**src/logic/tec_pkg.sv**
```systemverilog
// Package with register map, field positions and reset values of the timer/event counter
package tec_pkg;
  // Register word offsets (byte addresses)
  localparam logic [3:0] TEC_OFF_CONTROL = 4'h0;
  localparam logic [3:0] TEC_OFF_PRELOAD = 4'h4;
  localparam logic [3:0] TEC_OFF_COUNT = 4'h8;
  localparam logic [3:0] TEC_OFF_INTCTL = 4'hC;
  // Control field positions
  localparam int TEC_CTL_MODE_HI = 7;
  localparam int TEC_CTL_MODE_LO = 6;
  localparam int TEC_CTL_EN = 4;
  localparam int TEC_CTL_EDGE = 3;
  localparam int TEC_CTL_PSC_HI = 2;
  // Implemented control bits and reset value
  localparam logic [7:0] TEC_CTL_MASK = 8'hDF;
  localparam logic [7:0] TEC_CTL_RESET = 8'h08;
  // Interrupt control fields
  localparam int TEC_INT_FLAG = 5;
  localparam int TEC_INT_EN = 2;
  localparam logic [7:0] TEC_INT_MASK = 8'h24;
  localparam logic [7:0] TEC_INT_RESET = 8'h00;
  localparam logic [7:0] TEC_PRELOAD_RESET = 8'h00;
  localparam logic [7:0] TEC_COUNT_RESET = 8'h00;
  localparam logic [7:0] TEC_COUNT_FULL = 8'hFF;
  // Source clock pre-divider for the instruction-clock option
  localparam int TEC_SYS_DIV4 = 4;
  // Operating modes
  typedef enum logic [1:0] {
    TEC_MODE_NONE = 2'b00,
    TEC_MODE_EVENT = 2'b01,
    TEC_MODE_TIMER = 2'b10,
    TEC_MODE_PULSE = 2'b11
  } tec_mode_t;
endpackage

```
**src/logic/tec_pin_sync.sv**
```systemverilog
// Three-stage pin synchroniser with agreement filter and edge pulses
`timescale 1ns/1ps
module tec_pin_sync
  import tec_pkg::*;
(
  input wire logic core_clk,
  input wire logic rst,
  input wire logic pin_in,
  output logic level,
  output logic rise,
  output logic fall
);
  typedef struct packed {
    logic s1;
    logic s2;
    logic s3;
    logic lvl;
  } tec_sync_t;
  tec_sync_t st_reg;
  tec_sync_t st_next;

  // Stage one feeds only stage two; a change counts when stages two and three agree
  always_comb begin
    st_next = st_reg;
    st_next.s1 = pin_in;
    st_next.s2 = st_reg.s1;
    st_next.s3 = st_reg.s2;
    if (st_reg.s2 == st_reg.s3) begin
      st_next.lvl = st_reg.s3;
    end
  end

  // Reset to high, the idle level of a pulled-up pin
  always_ff @(posedge core_clk) begin
    if (rst) begin
      st_reg <= '{s1: 1'b1, s2: 1'b1, s3: 1'b1, lvl: 1'b1};
    end else begin
      st_reg <= st_next;
    end
  end

  assign level = st_reg.lvl;
  assign rise = (st_next.lvl && !st_reg.lvl);
  assign fall = (!st_next.lvl && st_reg.lvl);
endmodule

```
**src/logic/tec_prescaler.sv**
```systemverilog
// Free-running divider giving a one-cycle tick per falling edge of the prescaled clock
`timescale 1ns/1ps
module tec_prescaler
  import tec_pkg::*;
#(
  parameter int DIV_W = 10
) (
  input wire logic core_clk,
  input wire logic rst,
  input wire logic src_div4,
  input wire logic [2:0] psc_code,
  output logic tick
);
  // Elaboration check: the widest tap is the /4 source with the /128 code
  if (DIV_W < 10) begin : g_div_w_check
    $error("tec_prescaler: DIV_W too small for /4 and /128");
  end

  typedef struct packed {
    logic [DIV_W-1:0] cnt;
  } tec_psc_t;
  tec_psc_t st_reg;
  tec_psc_t st_next;
  logic [3:0] tap;

  // Pick the bit whose high-to-low step is the prescaled tick
  always_comb begin
    st_next = st_reg;
    st_next.cnt = st_reg.cnt + 1'b1;
    tap = {1'b0, psc_code} + (src_div4 ? 4'h2 : 4'h0);
  end

  always_ff @(posedge core_clk) begin
    if (rst) begin
      st_reg <= '0;
    end else begin
      st_reg <= st_next;
    end
  end

  // Code 000 with the plain system clock ticks every cycle
  assign tick = (tap == 4'h0) ? 1'b1 : (st_reg.cnt[tap - 4'h1] && !st_next.cnt[tap - 4'h1]);
endmodule

```
**src/logic/tec_timer.sv**
```systemverilog
// 8-bit timer/event counter with Wishbone register access
// What this block does
// - Mode bits 7:6 select none/event/timer/pulse
// - Bit 4 runs counter when set
// - Bits 2:0 divide internal clock by 1..128
// - Pin-clocked counting ignores the prescaler
// - Event mode counts rising or falling edge
// - Pulse mode edge pair chosen by edge bit
// - Pulse mode enable only arms counting
// - Pulse end clears enable, keeps count
// - After pulse end ignore pin until re-enabled
// - Timer and event modes never self-clear enable
// - Timer mode counts prescaled clock falling edges
// - Overflow raises request flag and reloads preload
// - Event counting continues in sleep, wakes
// - Overflow wakes; interrupt needs enable bit
// - Timer source is system clock or divided four
// - Pulse mode driven by transitions only
// - Control resets 08h, bit 5 reads zero
// - Preload loads counter at once when stopped
// - Overflow sets request flag regardless of enable
`timescale 1ns/1ps
module tec_timer
  import tec_pkg::*;
(
  input wire logic core_clk,
  input wire logic rst,
  input wire logic [3:0] wb_adr_i,
  input wire logic [31:0] wb_dat_i,
  input wire logic [3:0] wb_sel_i,
  input wire logic wb_we_i,
  input wire logic wb_cyc_i,
  input wire logic wb_stb_i,
  output logic [31:0] wb_dat_o,
  output logic wb_ack_o,
  output logic wb_err_o,
  input wire logic timer_pin,
  input wire logic src_div4,
  input wire logic sleep_mode,
  output logic timer_irq,
  output logic wake_req
);
  typedef struct packed {
    logic [7:0] ctl;
    logic [7:0] preload;
    logic [7:0] count;
    logic [7:0] intctl;
    logic pulse_active;
    logic ack;
    logic err;
    logic [7:0] rdata;
    logic wake;
  } tec_state_t;
  tec_state_t st_reg;
  tec_state_t st_next;

  logic pin_level;
  logic pin_rise;
  logic pin_fall;
  logic psc_tick;

  // Register index decode used for both reads and writes
  function automatic logic [2:0] reg_hit(input logic [3:0] adr);
    if (adr == TEC_OFF_CONTROL) begin
      reg_hit = 3'h1;
    end else if (adr == TEC_OFF_PRELOAD) begin
      reg_hit = 3'h2;
    end else if (adr == TEC_OFF_COUNT) begin
      reg_hit = 3'h3;
    end else if (adr == TEC_OFF_INTCTL) begin
      reg_hit = 3'h4;
    end else begin
      reg_hit = 3'h0;
    end
  endfunction

  // Timer pin synchroniser
  tec_pin_sync u_sync (
    .core_clk(core_clk),
    .rst(rst),
    .pin_in(timer_pin),
    .level(pin_level),
    .rise(pin_rise),
    .fall(pin_fall)
  );

  // Internal clock divider
  tec_prescaler #(
    .DIV_W(10)
  ) u_psc (
    .core_clk(core_clk),
    .rst(rst),
    .src_div4(src_div4),
    .psc_code(st_reg.ctl[TEC_CTL_PSC_HI:0]),
    .tick(psc_tick)
  );

  tec_mode_t mode;
  logic enabled;
  logic edge_sel;
  logic start_edge;
  logic stop_edge;
  logic count_step;
  logic overflow;
  logic wr_stb;
  logic rd_stb;
  logic [2:0] hit;
  logic [7:0] wbyte;

  always_comb begin
    mode = tec_mode_t'(st_reg.ctl[TEC_CTL_MODE_HI:TEC_CTL_MODE_LO]);
    enabled = st_reg.ctl[TEC_CTL_EN];
    edge_sel = st_reg.ctl[TEC_CTL_EDGE];
    hit = reg_hit(wb_adr_i);
    wbyte = wb_dat_i[7:0];
    wr_stb = wb_cyc_i && wb_stb_i && !st_reg.ack && !st_reg.err && wb_we_i && wb_sel_i[0];
    rd_stb = wb_cyc_i && wb_stb_i && !st_reg.ack && !st_reg.err && !wb_we_i;
    // Pulse mode: edge 0 starts on fall, stops on rise; edge 1 the reverse
    start_edge = edge_sel ? pin_rise : pin_fall;
    stop_edge = edge_sel ? pin_fall : pin_rise;
    count_step = 1'b0;
    if (enabled) begin
      case (mode)
        TEC_MODE_EVENT: count_step = edge_sel ? pin_fall : pin_rise;
        TEC_MODE_TIMER: count_step = psc_tick;
        TEC_MODE_PULSE: count_step = st_reg.pulse_active && psc_tick && !stop_edge;
        default: count_step = 1'b0;
      endcase
    end
    overflow = count_step && (st_reg.count == TEC_COUNT_FULL);
  end

  // Counter, control and bus state
  always_comb begin
    st_next = st_reg;
    st_next.ack = 1'b0;
    st_next.err = 1'b0;
    st_next.wake = 1'b0;
    // Counting; overflow reloads from preload
    if (overflow) begin
      st_next.count = st_reg.preload;
      st_next.wake = 1'b1;
    end else if (count_step) begin
      st_next.count = st_reg.count + 8'h01;
    end
    // Pulse measurement arm, start and stop
    if (mode == TEC_MODE_PULSE && enabled) begin
      if (!st_reg.pulse_active && start_edge) begin
        st_next.pulse_active = 1'b1;
      end else if (st_reg.pulse_active && stop_edge) begin
        st_next.pulse_active = 1'b0;
        st_next.ctl[TEC_CTL_EN] = 1'b0;
      end
    end else begin
      st_next.pulse_active = 1'b0;
    end
    // Register writes
    if (wr_stb) begin
      if (hit == 3'h1) begin
        st_next.ctl = wbyte & TEC_CTL_MASK;
        if (!wbyte[TEC_CTL_EN] || wbyte[TEC_CTL_MODE_HI:TEC_CTL_MODE_LO] != TEC_MODE_PULSE) begin
          st_next.pulse_active = 1'b0;
        end
      end else if (hit == 3'h2) begin
        st_next.preload = wbyte;
        if (!enabled) begin
          st_next.count = wbyte;
        end
      end else if (hit == 3'h4) begin
        st_next.intctl = wbyte & TEC_INT_MASK;
      end
    end
    // Overflow sets the request flag; set wins over a clearing write
    if (overflow) begin
      st_next.intctl[TEC_INT_FLAG] = 1'b1;
    end
    // Bus answer
    if (wr_stb || rd_stb) begin
      if (hit == 3'h0) begin
        st_next.err = 1'b1;
      end else begin
        st_next.ack = 1'b1;
      end
    end
    if (rd_stb) begin
      if (hit == 3'h1) begin
        st_next.rdata = st_reg.ctl & TEC_CTL_MASK;
      end else if (hit == 3'h2) begin
        st_next.rdata = st_reg.preload;
      end else if (hit == 3'h3) begin
        st_next.rdata = st_reg.count;
      end else if (hit == 3'h4) begin
        st_next.rdata = st_reg.intctl;
      end else begin
        st_next.rdata = 8'h00;
      end
    end
  end

  always_ff @(posedge core_clk) begin
    if (rst) begin
      st_reg <= '{ctl: TEC_CTL_RESET, preload: TEC_PRELOAD_RESET, count: TEC_COUNT_RESET,
                  intctl: TEC_INT_RESET, pulse_active: 1'b0, ack: 1'b0, err: 1'b0,
                  rdata: 8'h00, wake: 1'b0};
    end else begin
      st_reg <= st_next;
    end
  end

  // Outputs
  assign wb_ack_o = st_reg.ack;
  assign wb_err_o = st_reg.err;
  assign wb_dat_o = {24'h000000, st_reg.rdata};
  assign timer_irq = st_reg.intctl[TEC_INT_FLAG] && st_reg.intctl[TEC_INT_EN];
  assign wake_req = st_reg.wake && sleep_mode;
endmodule
```
**config.mk**
```make
export PLATFORM = sky130hd
export DESIGN_NAME = tec_timer
export DESIGN_NICKNAME = d
export VERILOG_FILES = /design/src/logic/tec_pkg.sv /design/src/logic/tec_pin_sync.sv /design/src/logic/tec_prescaler.sv /design/src/logic/tec_timer.sv
export SDC_FILE = /design/constraint.sdc
export NUM_CORES = 1
export LEC_CHECK = 0
export BUFFER_PORTS_ARGS = -buffer_cell sky130_fd_sc_hd__buf_4
export CAP_MARGIN = 10
export CORE_MARGIN = 2
export CORE_UTILIZATION = 53
export CTS_CLUSTER_SIZE = 14
export DETAILED_ROUTE_END_ITERATION = 6
export HOLD_SLACK_MARGIN = 0.12
export PLACE_DENSITY = 0.83
export SLEW_MARGIN = 20
export SYNTH_ARGS = -nofsm -noshare
export SYNTH_HDL_FRONTEND = slang
export SYNTH_SLANG_ARGS = --single-unit
```
**constraint.sdc**
```tcl
create_clock -name core_clk -period 3.67 [get_ports core_clk]
set_input_delay 0 -clock core_clk [delete_from_list [all_inputs] [get_ports core_clk]]
set_output_delay 0 -clock core_clk [all_outputs]
set_load 0.005 [all_outputs]
```
==> run metrics <==
die area 0.006408 mm^2; Crit path largest cell delay 550 ps; Final Routed Wirelength 6490 um; WP depth 11; slack of the critical path 509.2 ps; CTS tree done; Place WS 541.1 ps; Most used DFF post-synth dfxtp_1; CP top delay family simple AND/OR/NAND/NOR gates; Sink Count 51; CP Launch Type flop; critical path peak fanout 7; Port Buf Inserts 32; Power, Total 1072 uW; post-synth cell types 60; GRT overflow 0; Leak Pwr 0.001452 uW; FILL cells 506; critical path type reg2reg; Inst Count DP 441; worst min-delay path class in2reg; slowest stage cell, crit path or4_4; root buffer cell clkbuf_8; Core Region 0.005540 mm^2; final hold vios 0; DR vias 2576; fin crit period 3161 ps; Clk Latency, worst-skew pair 310 ps; Slew headroom 44.62%; Syn Area/Cell 8.492 um^2; Syn Inst Count 361; Worst EP arrival 3380 ps; Routed Antenna Nets 0; Max Buffers Root-to-Sink 2; R2R cell count 11; DR pass1 iterations 4; DR WL/cell 14.05 um; Layout Cells excl Fill 462; largest net degree at the start of global routing 53; clock skew 8.375 ps; share of layout cells above drive strength 1 15.13%; ys async rst share 0%; Min Hold Slack 125.4 ps; Post-synth EDFFs 0; setup_tns 0 ps; FP Rows 27; sequential fraction of the synthesis area 33.31%; # resized after CTS 0; Hold-fix buffers, CTS 13; biggest area consumer among synthesized cells dfxtp_1; GRT Total Usage 21.33%; final setup fails 0; Tcrit/Tclk final 86.13%; vias in the first global route 2391; hold depth 2; synth cell count leaders nor2_1, dfxtp_1, buf_4; outcome finished, final reports clean; most frequent cell after synthesis nor2_1; DP Wirelength 4576 um; top cells by area, synth dfxtp_1, mux2i_1, buf_4; yosys synthesis warning count 0; PwrDens 312.2 mW/mm^2; diode count 0; global-route wire length before repair 10780 um; Worst EP required 3880 ps; max reg flops 23; Initial Utilization 55.33%; RSZ-0062 raised after global routing no; Buf+Inv Stages, Crit Path 2; initial antenna violation count 0; DRC viols 0; GPL Wtd Cong 0.9421; slew at the pin closest to its max-slew limit 824.3 ps; Die H 80.05 um; MaxCap Viol Count 0; #FFs+latches synth 51; initial detailed-routing violation count 183; fmax 316.4 MHz; fin nets 444; TritonCTS buffer count 5; Max IR drop VDD 0.2259 mV; worst path cell trace ha_1 -> inv_1 -> ha_1 -> or4_4 -> nand2_2 -> o31ai_2 -> or4_4 -> o21ai_2 -> buf_4 -> nor2_1 -> o41ai_2; Setup Fix Bufs, Post-CTS 0; Vias/cell 5.576; H-Tree Depth 2; crit end category flop; I/O pin count 84; P&R area growth vs syn 12.00%; Clock transition at path regs 100 ps; mapped cell area 0.003065 mm^2; die width 80.05 um; Slew Viols, Final 0; Synth top area share 33.31%
-- where the power goes --
part	switching (uW)	total, uW	internal (uW)
Sequential	7.11	565	558
Clock	193	417	224
Combinational	47.2	89.2	42.0
-- per-layer routing --
metal,part of all wire (%),vias up,GRT usage [%]
met5,0,-,0
met4,2.3,0,8.814
met3,5.4,15,4.382
met2,49,85,36.42
met1,44,1204,26.06
li1,-,1272,-
-- area by class of cell --
cell class	count	area [um^2]	share of cell area [%]
Clock inverter	2	38.79	1.130
Clock buffer	6	82.58	2.405
Multi-Input combinational cell	273	1770	51.57
Tap cell	72	90.09	2.624
Sequential cell	51	1021	29.74
Inverter	10	37.54	1.093
Timing Repair Buffer	48	392.9	11.44
-- cell families (layout without fill, tap and decap cells) --
family / Yosys count / after routing / synth area share [%]
flip-flops: 51 / 51 / 33.31
adder cells (fa/ha/maj): 7 / 7 / 2.857
AO/OA/AOI/OAI: 60 / 60 / 14.37
XOR/XNOR: 12 / 12 / 3.429
AND/OR/NAND/NOR: 141 / 141 / 23.43
multiplexers: 29 / 29 / 10.73
other: 1 / 24 / 0.1223
buffers and inverters: 60 / 66 / 11.75
-- per-stage QoR --
stage	util, %	cell area (um^2)
6_report	61.97	3433
5_1_grt	61.97	3433
4_1_cts	61.97	3433
3_5_place_dp	57.43	3182
3_3_place_gp	57.43	3182
2_1_floorplan	-	3152
-- worst paths after layout --
check / startpoint / end / slack, ps
hold reg to reg: u_sync.st_next[2] / u_sync.st_next[1] / 410
setup / recovery: st_reg[37] / st_reg[21] / 510
setup reg to reg: st_reg[37] / st_reg[21] / 510
hold / removal: rst / wb_dat_o[7] / 130
-- cell usage in the layout, fill, tap and decap left out, types with 7 or more instances in the layout --
cell | synthesis | routed
dlygate4sd3_1 | 0 | 13
xor2_1 | 8 | 8
ha_1 | 7 | 7
nand3_1 | 11 | 11
buf_4 | 32 | 35
conb_1 | 1 | 24
dfxtp_1 | 51 | 51
o21ai_0 | 12 | 12
nand2_1 | 25 | 25
a22oi_1 | 9 | 9
nor2_1 | 52 | 52
mux2i_1 | 25 | 25
inv_1 | 10 | 10
a21oi_1 | 9 | 9
Note: power is estimated with default switching activity, not from simulation.
